$ cat config.mk
export PLATFORM = sky130hd
export DESIGN_NAME = ddrl_local_if
export DESIGN_NICKNAME = d
export VERILOG_FILES = /design/src/hw/ddrl_pkg.sv /design/src/hw/ddrl_local_if.sv
export SDC_FILE = /design/constraint.sdc
export NUM_CORES = 1
export LEC_CHECK = 0
export BUFFER_PORTS_ARGS = -buffer_cell sky130_fd_sc_hd__buf_2
export CORE_ASPECT_RATIO = 2
export CORE_UTILIZATION = 63
export DETAILED_ROUTE_END_ITERATION = 12
export GPL_TIMING_DRIVEN = 0
export PLACE_DENSITY = 0.84
export SLEW_MARGIN = 20
export SYNTH_ARGS = -nofsm -noshare
export SYNTH_HDL_FRONTEND = slang
export SYNTH_HIERARCHICAL = 1
export SYNTH_SLANG_ARGS = --single-unit
$ cat constraint.sdc
create_clock -name clk_i -period 5.2 [get_ports clk_i]
set_input_delay 0.52 -clock clk_i [delete_from_list [all_inputs] [get_ports clk_i]]
set_output_delay 0.52 -clock clk_i [all_outputs]
set_load 0.02 [all_outputs]
$ cat src/hw/ddrl_pkg.sv
// shared constants, command codes and carrier types for the local interface
package ddrl_pkg;

  // clock and timing
  localparam int CLK_PERIOD_NS = 40;
  localparam int TREFI_NS      = 7800;
  localparam int TREFI_CYC     = TREFI_NS / CLK_PERIOD_NS; // longest: floor
  localparam int REFI_W        = 16;

  // local address layout: {row, bank, column}
  localparam int ADDR_W   = 24;
  localparam int COL_W    = 9;
  localparam int BA_W     = 2;
  localparam int ROW_W    = 13;
  localparam int COL_POS  = 0;
  localparam int BA_POS   = COL_POS + COL_W;
  localparam int ROW_POS  = BA_POS + BA_W;
  localparam int MEM_A_W  = 13;

  // request buffer depth
  localparam int REQ_DEPTH = 4;

  // correction port register map, word index
  localparam int          ECC_ADDR_W   = 2;
  localparam int          ECC_DATA_W   = 32;
  localparam logic [1:0]  ECC_REG_CTRL = 2'h0;
  localparam logic [1:0]  ECC_REG_SBE  = 2'h1;
  localparam logic [1:0]  ECC_REG_DBE  = 2'h2;
  localparam logic [1:0]  ECC_REG_ADDR = 2'h3;
  localparam int          CTRL_IEN_POS = 0;
  localparam int          CTRL_DBE_POS = 8;
  localparam logic [ECC_DATA_W-1:0] ECC_CTRL_RST = 32'h0000_0000;

  // memory command bundle, all active low
  typedef struct packed {
    logic cs_n;
    logic ras_n;
    logic cas_n;
    logic we_n;
  } ddrl_cmd_t;

  localparam ddrl_cmd_t CMD_NOP = 4'h7;
  localparam ddrl_cmd_t CMD_ACT = 4'h3;
  localparam ddrl_cmd_t CMD_RD  = 4'h5;
  localparam ddrl_cmd_t CMD_WR  = 4'h4;
  localparam ddrl_cmd_t CMD_REF = 4'h1;
  localparam ddrl_cmd_t CMD_DES = 4'hf;

  // one buffered local request
  typedef struct packed {
    logic              write;
    logic [ADDR_W-1:0] addr;
  } ddrl_req_t;

  // command engine states
  typedef enum logic [3:0] {
    ST_IDLE, ST_ACT, ST_WCMD, ST_WBEAT, ST_RCMD, ST_RWAIT, ST_RBEAT,
    ST_RDONE, ST_REF, ST_PD, ST_SR
  } ddrl_state_t;

endpackage : ddrl_pkg

$ cat src/hw/ddrl_local_if.sv
// request buffer and local-interface command engine of the sdram controller
`timescale 1ns/1ns

// small first-in first-out buffer in flip-flops
module ddrl_fifo #(
  parameter int W     = 8,
  parameter int DEPTH = 4
) (
  input  wire logic         clk_i,
  input  wire logic         rst_n_i,
  input  wire logic         in_valid_i,
  output logic              in_ready_o,
  input  wire logic [W-1:0] in_data_i,
  output logic              out_valid_o,
  input  wire logic         out_ready_i,
  output logic [W-1:0]      out_data_o
);
  localparam int PW = $clog2(DEPTH);
  logic [W-1:0]  mem_q [DEPTH];
  logic [PW-1:0] wp_q;
  logic [PW-1:0] rp_q;
  logic [PW:0]   cnt_q;
  logic          push;
  logic          pop;

  // handshakes from the fill count
  assign in_ready_o  = (cnt_q != (PW+1)'(DEPTH));
  assign out_valid_o = (cnt_q != '0);
  assign push        = in_valid_i && in_ready_o;
  assign pop         = out_valid_o && out_ready_i;
  assign out_data_o  = mem_q[rp_q];

  // storage writes
  always_ff @(posedge clk_i)
  begin
    if (push)
      mem_q[wp_q] <= in_data_i;
  end

  // pointers and count
  always_ff @(posedge clk_i or negedge rst_n_i)
  begin
    if (!rst_n_i)
    begin
      wp_q  <= '0;
      rp_q  <= '0;
      cnt_q <= '0;
    end
    else
    begin
      if (push)
        wp_q <= (wp_q == PW'(DEPTH-1)) ? '0 : wp_q + 1'b1;
      if (pop)
        rp_q <= (rp_q == PW'(DEPTH-1)) ? '0 : rp_q + 1'b1;
      cnt_q <= cnt_q + (PW+1)'(push) - (PW+1)'(pop);
    end
  end
endmodule : ddrl_fifo

// local interface, command engine and correction port
module ddrl_local_if #(
  parameter int MEM_W     = 16,
  parameter bit HALF_RATE = 1'b0,
  parameter bit DDR2      = 1'b1,
  parameter bit ECC_EN    = 1'b1,
  parameter int CAS_LAT   = 3,
  parameter int REFI_CYC  = ddrl_pkg::TREFI_CYC,
  parameter int RATE_MUL  = HALF_RATE ? 4 : 2,
  parameter int LOC_W     = MEM_W * RATE_MUL,
  parameter int CHK_W     = $clog2(MEM_W + 1) + 1
) (
  input  wire logic                       clk_i,
  input  wire logic                       rst_n_i,
  input  wire logic                       pll_locked_i,
  input  wire logic                       seq_user_mode_rdy_i,
  input  wire logic                       resync_ok_i,
  input  wire logic                       postamble_ok_i,
  output logic                            reset_request_n_o,
  output logic                            user_rst_n_o,
  output logic                            init_done_o,
  output logic                            resync_success_o,
  output logic                            postamble_success_o,
  input  wire logic                       read_req_i,
  input  wire logic                       write_req_i,
  input  wire logic [ddrl_pkg::ADDR_W-1:0] addr_i,
  output logic                            ready_o,
  output logic                            wdata_req_o,
  input  wire logic [LOC_W-1:0]           wdata_i,
  input  wire logic [LOC_W/8-1:0]         be_i,
  output logic [LOC_W-1:0]                rdata_o,
  output logic                            rdata_valid_o,
  output logic                            rdata_error_o,
  output logic                            refresh_ack_o,
  input  wire logic                       powerdn_req_i,
  output logic                            powerdn_ack_o,
  input  wire logic                       self_rfsh_req_i,
  output logic                            self_rfsh_ack_o,
  output ddrl_pkg::ddrl_cmd_t             mem_cmd_o,
  output logic [ddrl_pkg::MEM_A_W-1:0]    mem_a_o,
  output logic [ddrl_pkg::BA_W-1:0]       mem_ba_o,
  output logic                            mem_cke_o,
  output logic                            mem_odt_o,
  output logic [MEM_W-1:0]                mem_dq_o,
  output logic                            mem_dq_oe_o,
  input  wire logic [MEM_W-1:0]           mem_dq_i,
  output logic [CHK_W-1:0]                mem_chk_o,
  input  wire logic [CHK_W-1:0]           mem_chk_i,
  output logic [MEM_W/8-1:0]              memory_byte_mask_o,
  input  wire logic                       ecc_read_req_i,
  input  wire logic                       ecc_write_req_i,
  input  wire logic [ddrl_pkg::ECC_ADDR_W-1:0] ecc_addr_i,
  input  wire logic [ddrl_pkg::ECC_DATA_W/8-1:0] correction_port_byte_en_i,
  input  wire logic [ddrl_pkg::ECC_DATA_W-1:0] ecc_wdata_i,
  output logic [ddrl_pkg::ECC_DATA_W-1:0] ecc_rdata_o,
  output logic                            ecc_interrupt_o
);
  import ddrl_pkg::*;

  localparam int SW  = CHK_W - 1;
  localparam int BMW = MEM_W / 8;
  localparam int BW  = $clog2(RATE_MUL);

  ddrl_state_t          state_q;
  ddrl_req_t            req_in;
  ddrl_req_t            req_q;
  logic                 req_valid;
  logic                 pop;
  logic [2:0]           lock_q;
  logic [1:0]           urst_q;
  logic [REFI_W-1:0]    refi_q;
  logic                 ref_due_q;
  logic [BW:0]          cnt_q;
  logic [LOC_W-1:0]     wbuf_q;
  logic [LOC_W/8-1:0]   bebuf_q;
  logic [LOC_W-1:0]     rbuf_q;
  logic                 rerr_q;
  logic [MEM_W-1:0]     beat_fix;
  logic                 beat_sbe;
  logic                 beat_dbe;
  logic [MEM_W-1:0]     wbeat;
  logic [ECC_DATA_W-1:0] ctrl_q;
  logic [ECC_DATA_W-1:0] sbe_q;
  logic [ECC_DATA_W-1:0] dbe_q;
  logic [ECC_DATA_W-1:0] eaddr_q;

  // hamming syndrome of one memory beat
  function automatic logic [SW-1:0] syn_f(input logic [MEM_W-1:0] d);
    logic [SW-1:0] s;
    s = '0;
    for (int i = 0; i < MEM_W; i++)
      if (d[i])
        s = s ^ SW'(i + 1);
    return s;
  endfunction : syn_f

  // reset request tracks the clock lock, user reset synchronised
  always_ff @(posedge clk_i or negedge rst_n_i)
  begin
    if (!rst_n_i)
    begin
      lock_q <= '0;
      urst_q <= '0;
    end
    else
    begin
      lock_q <= {lock_q[1:0], pll_locked_i};
      urst_q <= {urst_q[0], 1'b1};
    end
  end
  assign reset_request_n_o = lock_q[2];
  assign user_rst_n_o      = urst_q[1];

  // status flags: ready level and separate calibration results
  always_ff @(posedge clk_i or negedge rst_n_i)
  begin
    if (!rst_n_i)
    begin
      init_done_o         <= 1'b0;
      resync_success_o    <= 1'b0;
      postamble_success_o <= 1'b0;
    end
    else
    begin
      init_done_o         <= seq_user_mode_rdy_i;
      resync_success_o    <= resync_ok_i;
      postamble_success_o <= postamble_ok_i;
    end
  end

  // request buffer; requests held here until init done
  assign req_in = '{write: write_req_i, addr: addr_i};
  assign pop    = (state_q == ST_WCMD)
                  || (state_q == ST_RDONE);   // head kept until used
  ddrl_fifo #(
    .W     ($bits(ddrl_req_t)),
    .DEPTH (REQ_DEPTH)
  ) u_req_fifo (
    .clk_i       (clk_i),
    .rst_n_i     (rst_n_i),
    .in_valid_i  (read_req_i || write_req_i),
    .in_ready_o  (ready_o),
    .in_data_i   (req_in),
    .out_valid_o (req_valid),
    .out_ready_i (pop),
    .out_data_o  (req_q)
  );

  // refresh interval timer
  always_ff @(posedge clk_i or negedge rst_n_i)
  begin
    if (!rst_n_i)
    begin
      refi_q    <= '0;
      ref_due_q <= 1'b0;
    end
    else if (state_q == ST_REF || state_q == ST_SR)
    begin
      refi_q    <= '0;
      ref_due_q <= 1'b0;
    end
    else if (refi_q == REFI_W'(REFI_CYC - 1))
    begin
      refi_q    <= '0;
      ref_due_q <= init_done_o;
    end
    else
      refi_q <= refi_q + 1'b1;
  end

  // command engine: state, memory command and address
  always_ff @(posedge clk_i or negedge rst_n_i)
  begin
    if (!rst_n_i)
    begin
      state_q   <= ST_IDLE;
      mem_cmd_o <= CMD_DES;
      mem_a_o   <= '0;
      mem_ba_o  <= '0;
      mem_cke_o <= 1'b0;
      cnt_q     <= '0;
    end
    else
    begin
      mem_cmd_o <= CMD_NOP;
      mem_cke_o <= 1'b1;
      case (state_q)
        ST_IDLE:
        begin
          if (!init_done_o)
            mem_cmd_o <= CMD_DES;
          else if (ref_due_q)
          begin
            mem_cmd_o <= CMD_REF;
            state_q   <= ST_REF;
          end
          else if (self_rfsh_req_i)
          begin
            mem_cmd_o <= CMD_REF;               // self refresh entry
            mem_cke_o <= 1'b0;
            state_q   <= ST_SR;
          end
          else if (powerdn_req_i)
          begin
            mem_cke_o <= 1'b0;
            state_q   <= ST_PD;
          end
          else if (req_valid)
          begin
            mem_cmd_o <= CMD_ACT;
            mem_a_o   <= MEM_A_W'(req_q.addr[ROW_POS +: ROW_W]);
            mem_ba_o  <= req_q.addr[BA_POS +: BA_W];
            state_q   <= req_q.write ? ST_WCMD : ST_RCMD;
          end
        end
        ST_WCMD:
        begin
          mem_cmd_o <= CMD_WR;
          mem_a_o   <= MEM_A_W'(req_q.addr[COL_POS +: COL_W]);
          cnt_q     <= '0;
          state_q   <= ST_WBEAT;
        end
        ST_WBEAT:
        begin
          cnt_q <= cnt_q + 1'b1;
          if (cnt_q == (BW+1)'(RATE_MUL - 1))
            state_q <= ST_IDLE;
        end
        ST_RCMD:
        begin
          mem_cmd_o <= CMD_RD;
          mem_a_o   <= MEM_A_W'(req_q.addr[COL_POS +: COL_W]);
          cnt_q     <= '0;
          state_q   <= ST_RWAIT;
        end
        ST_RWAIT:
        begin
          cnt_q <= cnt_q + 1'b1;
          if (cnt_q == (BW+1)'(CAS_LAT - 1))
          begin
            cnt_q   <= '0;
            state_q <= ST_RBEAT;
          end
        end
        ST_RBEAT:
        begin
          cnt_q <= cnt_q + 1'b1;
          if (cnt_q == (BW+1)'(RATE_MUL - 1))
            state_q <= ST_RDONE;
        end
        ST_RDONE:
          state_q <= ST_IDLE;
        ST_REF:
          state_q <= ST_IDLE;
        ST_PD:
        begin
          mem_cke_o <= 1'b0;
          if (!powerdn_req_i || ref_due_q)
          begin
            mem_cke_o <= 1'b1;
            state_q   <= ST_IDLE;
          end
        end
        ST_SR:
        begin
          mem_cke_o <= 1'b0;
          if (!self_rfsh_req_i)
          begin
            mem_cke_o <= 1'b1;
            state_q   <= ST_IDLE;
          end
        end
        default:
          state_q <= ST_IDLE;
      endcase
    end
  end

  // acknowledges and write data request decoded from the state
  assign wdata_req_o     = (state_q == ST_WCMD);
  assign powerdn_ack_o   = (state_q == ST_PD);
  assign self_rfsh_ack_o = (state_q == ST_SR);
  assign refresh_ack_o   = (state_q == ST_REF);

  // write data captured one edge after the request
  always_ff @(posedge clk_i or negedge rst_n_i)
  begin
    if (!rst_n_i)
    begin
      wbuf_q  <= '0;
      bebuf_q <= '0;
    end
    else if (state_q == ST_WCMD)
    begin
      wbuf_q  <= wdata_i;
      bebuf_q <= be_i;
    end
  end

  // memory write drive, one beat per cycle
  assign wbeat = wbuf_q[cnt_q[BW-1:0]*MEM_W +: MEM_W];
  always_ff @(posedge clk_i or negedge rst_n_i)
  begin
    if (!rst_n_i)
    begin
      mem_dq_o           <= '0;
      mem_dq_oe_o        <= 1'b0;
      mem_chk_o          <= '0;
      memory_byte_mask_o <= '0;
    end
    else
    begin
      mem_dq_oe_o <= (state_q == ST_WBEAT);
      mem_dq_o    <= wbeat;
      mem_chk_o   <= ECC_EN ? {^wbeat, syn_f(wbeat)} : '0;
      memory_byte_mask_o <= (state_q == ST_WBEAT)
        ? ~bebuf_q[cnt_q[BW-1:0]*BMW +: BMW] : '0;
    end
  end

  // termination exists only for ddr2
  generate
    if (DDR2)
    begin : g_odt
      always_ff @(posedge clk_i or negedge rst_n_i)
      begin
        if (!rst_n_i)
          mem_odt_o <= 1'b0;
        else
          mem_odt_o <= (state_q == ST_WBEAT);
      end
    end
    else
    begin : g_no_odt
      assign mem_odt_o = 1'b0;
    end
  endgenerate

  // per-beat check: single errors fixed, double errors left as read
  always_comb
  begin
    logic [SW-1:0] s;
    logic          pm;
    s        = syn_f(mem_dq_i) ^ mem_chk_i[SW-1:0];
    pm       = (^mem_dq_i) ^ mem_chk_i[SW];
    beat_fix = mem_dq_i;
    beat_sbe = ECC_EN && (s != '0) && pm;
    beat_dbe = ECC_EN && (s != '0) && !pm;
    if (beat_sbe && (int'(s) <= MEM_W))
      beat_fix[int'(s) - 1] = ~mem_dq_i[int'(s) - 1];
  end

  // read beats assembled into one local word
  always_ff @(posedge clk_i or negedge rst_n_i)
  begin
    if (!rst_n_i)
    begin
      rbuf_q <= '0;
      rerr_q <= 1'b0;
    end
    else if (state_q == ST_RCMD)
      rerr_q <= 1'b0;
    else if (state_q == ST_RBEAT)
    begin
      rbuf_q[cnt_q[BW-1:0]*MEM_W +: MEM_W] <= beat_fix;
      rerr_q <= rerr_q | beat_dbe;
    end
  end

  // local read return, valid only with presented data
  always_ff @(posedge clk_i or negedge rst_n_i)
  begin
    if (!rst_n_i)
    begin
      rdata_o       <= '0;
      rdata_valid_o <= 1'b0;
      rdata_error_o <= 1'b0;
    end
    else
    begin
      rdata_valid_o <= (state_q == ST_RDONE);
      rdata_error_o <= ECC_EN && (state_q == ST_RDONE) && rerr_q;
      if (state_q == ST_RDONE)
        rdata_o <= rbuf_q;
    end
  end

  // correction port registers and error counters
  always_ff @(posedge clk_i or negedge rst_n_i)
  begin
    if (!rst_n_i)
    begin
      ctrl_q  <= ECC_CTRL_RST;
      sbe_q   <= '0;
      dbe_q   <= '0;
      eaddr_q <= '0;
    end
    else
    begin
      if (ecc_write_req_i)
      begin
        for (int b = 0; b < ECC_DATA_W/8; b++)
          if (correction_port_byte_en_i[b] && ecc_addr_i == ECC_REG_CTRL)
            ctrl_q[b*8 +: 8] <= ecc_wdata_i[b*8 +: 8];
        if (ecc_addr_i == ECC_REG_SBE)
          sbe_q <= '0;
        if (ecc_addr_i == ECC_REG_DBE)
          dbe_q <= '0;
      end
      if (state_q == ST_RBEAT && beat_sbe)
        sbe_q <= sbe_q + 1'b1;
      if (state_q == ST_RBEAT && beat_dbe)
      begin
        dbe_q   <= dbe_q + 1'b1;
        eaddr_q <= ECC_DATA_W'(req_q.addr);
        ctrl_q[CTRL_DBE_POS] <= 1'b1;                     // set wins
      end
    end
  end

  // correction port read return and interrupt
  always_ff @(posedge clk_i or negedge rst_n_i)
  begin
    if (!rst_n_i)
      ecc_rdata_o <= '0;
    else if (ecc_read_req_i)
    begin
      case (ecc_addr_i)
        ECC_REG_CTRL: ecc_rdata_o <= ctrl_q;
        ECC_REG_SBE:  ecc_rdata_o <= sbe_q;
        ECC_REG_DBE:  ecc_rdata_o <= dbe_q;
        ECC_REG_ADDR: ecc_rdata_o <= eaddr_q;
        default:      ecc_rdata_o <= '0;
      endcase
    end
  end
  assign ecc_interrupt_o = ctrl_q[CTRL_IEN_POS] && ctrl_q[CTRL_DBE_POS];

endmodule : ddrl_local_if

# After elaboration in Yosys (flattened, before gate mapping)
# Memory sizes are Yosys's and may differ from the RTL's.
# Cells that the tools add are included.
classes:
  n_addsub: 10
  magnitude_cmp: 3
  n_eq_ne: 29
  n_shift: 4
  muxes: 95
  n_bitwise: 39
  n_reduce_logical: 48
op_table:
  columns: ["cell", "n"]
  rows:
  - ["$mux W32", 6]
  - ["$pmux W32 S4", 1]
  - ["$mux W4", 27]
  - ["$mux W13", 5]
  - ["$add A32 B1 Y32 const B", 2]
  - ["$mux W16", 3]
  - ["$mux W3", 13]
  - ["$neg A5 Y34", 1]
  - ["$shift A16 B34 Y32 const A", 1]
  - ["$shiftx A16 B34 Y32", 1]
  - ["$bwmux W32", 1]
  - ["$pmux W4 S8", 1]
  - ["$reduce_xor A16 Y1", 2]
  - ["$shiftx A32 B6 Y16", 1]
  - ["$not A2 Y2", 13]
  - ["$pmux W13 S2", 1]
  - ["$not A3 Y3", 8]
  - ["$mux W1", 19]
  - ["$add A16 B1 Y16 const B", 1]
  - ["$bwmux W16", 1]
  - ["$eq A16 B8 Y1 const B", 1]
  - ["$eq A4 B3 Y1 const B", 4]
  - ["$mux W2", 8]
  - ["$ne A2 B2 Y1 const B", 8]
  - ["41 further kinds", 99]
word_totals:
  ff_bits: 338
  ramBits: 100
  in_bits: 132
  out_inout_bits: 123
  n_memories: 1
mem_list:
  columns: ["memory", "depth", "width", "rd", "rd_ports_with_merged_regs", "write_ports", "line", "rtl"]
  rows:
  - ["u_req_fifo.mem_q", 4, 25, 1, 0, 1, "ddrl_local_if.sv:19", "logic [W-1:0] mem_q [DEPTH];"]

# Logic depth before layout (Yosys ltp)
logic_depth:
  ltp_word: 37
  mapped_depth: 13
  depth_no_buf: 12

# Modules after synthesis
# The synthesis kept the hierarchy.
modules_own_cells:
  columns: ["module", "instances", "cells_each", "area_each_um2", "seq_area_each_um2"]
  rows:
  - ["ddrl_local_if", 1, 1548, 16220.6, 8262.9]
  - ["ddrl_fifo", 1, 169, 4047.6, 3178.0]

# Worst setup path before layout
# No wires, ideal clock.
synth_timing:
  path_type: "input to register"
  from: "input mem_dq_i[14]"
  to: "register rbuf_q[9]"
  t_arrival_ns: 3.655
  path_slack_ns: 1.458
  stages: 12
  cell_sequence: "xnor2_1 xnor3_1 xnor2_1 buf_4 ha_1 inv_1 xnor3_1 a311oi_1 a21oi_1 clkbuf_1 or3_1 o211ai_1"
synth_via:
  elab_chain_cells: 12
synth_rtl:
  columns: ["item", "line", "rtl"]
  rows:
  - ["start: declaration", "ddrl_local_if.sv:105", "input wire logic [MEM_W-1:0] mem_dq_i,"]
  - ["$mux W4", "ddrl_local_if.sv:151", "if (d[i])"]
  - ["$mux W5", "ddrl_local_if.sv:151", null]
  - ["$xor A5 B5 Y5", "ddrl_local_if.sv:403", "s = syn_f(mem_dq_i) ^ mem_chk_i[SW-1:0];"]
  - ["$sub A5 B1 Y6", "ddrl_local_if.sv:409", "beat_fix[int'(s) - 1] = ~mem_dq_i[int'(s) - 1];"]
  - ["$ge A6 B1 Y1 (not written as such), or another cell as far along", "ddrl_local_if.sv:409", null]
  - ["$logic_and A1 B1 Y1 (not written as such) / $mux W1 (equally long branches)", "ddrl_local_if.sv:409", null]
  - ["$mux W1 (not written as such)", "ddrl_local_if.sv:409", null]
  - ["$demux W1 S4 / $not A1 Y1 (equally long branches)", "ddrl_local_if.sv:409", null]
  - ["$bwmux W16", "ddrl_local_if.sv:409", null]
  - ["$mux W16 *", "ddrl_local_if.sv:408", "if (beat_sbe && (int'(s) <= MEM_W))"]
  - ["$shiftx A16 B34 Y32 *", "ddrl_local_if.sv:424", "rbuf_q[cnt_q[BW-1:0]*MEM_W +: MEM_W] <= beat_fix;"]
  - ["$bwmux W32 *", "ddrl_local_if.sv:424", null]
  - ["end signal: indexed assignment", "ddrl_local_if.sv:424", null]
  - ["end: declaration", "ddrl_local_if.sv:135", "logic [LOC_W-1:0] rbuf_q;"]
# Every way passes the cells marked *; elsewhere a longest branch is shown, timed or not. The select of a mux whose other input is x is not followed.
# A chain may end at the register's enable or synchronous reset.

# Final worst setup path
layout_timing:
  from: "input mem_dq_i[14]"
  to: "register dbe_q[28]"
layout_via:
  elab_chain_cells: 8
layout_rtl:
  columns: ["item", "line", "rtl"]
  rows:
  - ["$mux W4", "ddrl_local_if.sv:151", null]
  - ["$mux W5", "ddrl_local_if.sv:151", null]
  - ["$xor A5 B5 Y5", "ddrl_local_if.sv:403", null]
  - ["$reduce_bool A5 Y1", "ddrl_local_if.sv:407", "beat_dbe = ECC_EN && (s != '0) && !pm;"]
  - ["$logic_and A1 B1 Y1 *", "ddrl_local_if.sv:407", null]
  - ["$logic_and A1 B1 Y1 *", "ddrl_local_if.sv:471", "if (state_q == ST_RBEAT && beat_dbe)"]
  - ["$reduce_bool A2 Y1 (no line)", null, null]
  - ["$reduce_and A2 Y1 (no line)", null, null]
  - ["end signal: assignment", "ddrl_local_if.sv:473", "dbe_q <= dbe_q + 1'b1;"]
  - ["end: declaration", "ddrl_local_if.sv:143", "logic [ECC_DATA_W-1:0] dbe_q;"]
# Every way passes the cells marked *; elsewhere a longest branch is shown, timed or not.

==> qor.yml <==
total_leakage_power_uw: 0.0103
grt_max_degree: 105
nNetsFinal: 2164
syn_avg_cell_area_um2: 11.8
crit_top_cell: "xnor2_1"
path_buf_inv: 4
drt_iter0_markers: 1142
dieArea_mm2: 0.0329
numCtsBuffers: 37
fp.dieH_um: 256
syn-num-nets: 1870
crit_chain: "buf_2, xnor2_1, xnor3_1, xnor2_1, buf_4, ha_1, inv_1, o41ai_2, nor2_1, clkbuf_1, a21oi_1, o21ai_0"
drv_slew: 0
yosysSeqAreaShare_pct: 56.4
r2r_cells: 10
route.met3.wl_mm: 3.48
whs_ns: 0.0555
portBuffers: 251
crit_family: "compound AO/OA/AOI/OAI gates"
cts_max_level: 2
ys_types: 69
slowest_stage: "o41ai_2"
post_cts.repair.setup_buffers: 0
grt_pass1_wl_mm: 85.8
dpl_cell_area_mm2: 0.0221
post-place-ws_ns: 0.646
path_class: "in2reg"
crit_fanout: 12
start_util_pct: 64.3
met1Wirelength_mm: 18.2
hold_class: "in2reg"
antenna_found_initial: 2
min_path_cells: 1
postSynthCellCount: 1717
syn_to_final_growth_pct: 15.7
layout-drive-gt1-share_pct: 25.4
dpl.hpwl_mm: 40.3
clock-sinks: 437
yosys_warnings: 6
setup_viol: 0
setup_ws_ns: 1.12
fillers: 2124
finalSetupTns_ns: 0
drcViolationCount: 0
relSlewSlack_pct: 34.4
fmax_mhz: 245
path_clk_slew_ns: 0.07
final_cell_mix: "dfrtp_1 (333), nand2_1 (280), buf_2 (263)"
ant_nets: 0
synth_top_flop_cell: "dfrtp_1"
cp-start-kind: "input pin"
finalWirelength_mm: 54.9
run_status: "completed"
period_needed_ns: 4.08
core.rowCount: 92
synth-seq-cells: 437
gp_congestion: 0.950
grt_pass1_vias: 16068
wl_met2_mm: 29.2
tritoncts: "built"
die_w_um: 129
path_depth: 12
fin_crit_sh_pct: 78.4
grt_usage_pct: 34.5
layout_commonest_cell: "dfrtp_1"
finish.utilization_pct: 74.4
insertion_delay_ns: 0.57
worstPathRequired_ns: 5.63
clock_skew_ns: 0.0277
ys_async_sr_fraction_pct: 77.1
synth_area_mm2: 0.0203
endpoint_kind: "flop"
peakVddDrop_v: 0.000726
power-per-cell-area_mw_per_mm2: 562
core_mm2: 0.0315
final_design_area_no_fill_mm2: 0.0235
slowest_delay_ns: 0.80
top_layer: "met4"
vias: 15112
cts_max_path_buffers: 3
overflow: 0
wire_per_inst_um: 22.3
hold_viol: 0
tightest_slew_ns: 0.980
vias_per_cell: 6.14
ctsRootBufferMaster: "clkbuf_16"
rsz0062_at_grt: "no"
synth-edff-count: 100
first_pass_iters: 5
cp.arrival_ns: 4.50
io_pins: 255
max_cap_violations: 0
[sequential cells by signal, indices dropped and copies added (netlist names), 3 cells and up]
name              count
rbuf_q               32
mem_cmd_o             4
ecc_rdata_o          32
mem_a_o              13
rdata_o              32
bebuf_q               4
eaddr_q              24
dbe_q                32
ctrl_q               32
u_req_fifo/cnt_q      3
sbe_q                32
state_q               4
u_req_fifo/mem_q    100
refi_q               16
lock_q                3
wbuf_q               32
mem_dq_o             15
mem_chk_o             6
[repair_timing]
action                    CTS  global route
hold endpoints to repair   37             0
hold buffers                1             0
resized for setup           0             0
[cells in the mapped netlist, types with 22 or more instances]
cell | instances | area share [%]
dfrtp_1 | 333 | 41
nand2_1 | 280 | 5.2
mux2_2 | 103 | 5.7
edfxtp_1 | 100 | 15
o21ai_0 | 84 | 2.1
nor2_1 | 72 | 1.3
clkbuf_1 | 65 | 1.2
a21oi_1 | 54 | 1.3
mux4_2 | 53 | 5.9
inv_1 | 50 | 0.93
nand3_1 | 48 | 1.2
or3_1 | 42 | 1.3
xnor2_1 | 41 | 1.8
mux2i_1 | 40 | 2.0
and3_1 | 33 | 1.0
o211ai_1 | 33 | 1.2
nor3_1 | 28 | 0.69
a211oi_1 | 25 | 0.93
and2_1 | 22 | 0.68
xor2_1 | 22 | 0.95
[cell type report]
cell class / count / area, um^2 / share of cell area, %
diodes: 1 / 2.50 / 0.0107
plain buffers: 93 / 384 / 1.64
clock buffers: 51 / 1060 / 4.52
clock inverters: 15 / 233 / 0.992
inverters: 52 / 195 / 0.832
multi-input cells: 1135 / 8250 / 35.2
flip-flops and latches: 437 / 11400 / 48.8
well taps: 423 / 529 / 2.26
repair buffers: 255 / 1360 / 5.79
[path summary, 6_finish.rpt]
path	slack (ns)	to	from
worst max-delay path	1.12	dbe_q[28]	mem_dq_i[14]
worst min-delay path	0.06	resync_success_o	resync_ok_i
worst max register to register	1.63	state_q[1]	cnt_q[0]
worst min register to register	0.35	urst_q[1]	urst_q[0]
max in group asynchronous	3.52	ctrl_q[4]	rst_n_i
min in group asynchronous	0.45	rdata_o[20]	rst_n_i
[power by group]
group / internal (uW) / total (uW) / switching (uW)
sequential: 4590 / 5160 / 571
clock: 1650 / 2950 / 1290
combinational: 2020 / 5070 / 3050
[through the flow]
stage               cells  power (uW)
global placement     2391        9920
CTS                  2461       13200
floorplan            1717        8550
global route         2462       13800
finish               2462       13200
detailed placement   2394       10200
[routing by layer]
metal  vias to the layer above  track usage, %
met5                         -               0
met4                         0            24.4
met3                       228            6.25
met2                       702            61.0
met1                      7452            36.4
li1                       6730               -
[logic make-up (layout without fill, tap and decap cells)]
kind of cell | Yosys count | in the layout | synth area share (%)
buf+inv | 145 | 466 | 2.86
compound gates | 259 | 259 | 8.19
xor+xnor | 78 | 78 | 4.20
fa+ha+maj | 21 | 21 | 1.33
other cells | 1 | 2 | 0.0185
simple gates | 578 | 578 | 13.2
mux | 198 | 198 | 13.7
flops | 437 | 437 | 56.4
[worst register-to-register path, stage by stage (launching register included)]
cell,delay [ns]
dfrtp_1,0.40
clkbuf_1,0.42
buf_1,0.67
inv_1,0.31
clkbuf_1,0.30
ha_1,0.27
o21ai_0,0.19
o21ai_0,0.12
o221ai_1,0.47
o21ai_0,0.17
o31ai_1,0.12
Power figures use the tool's default switching activity.
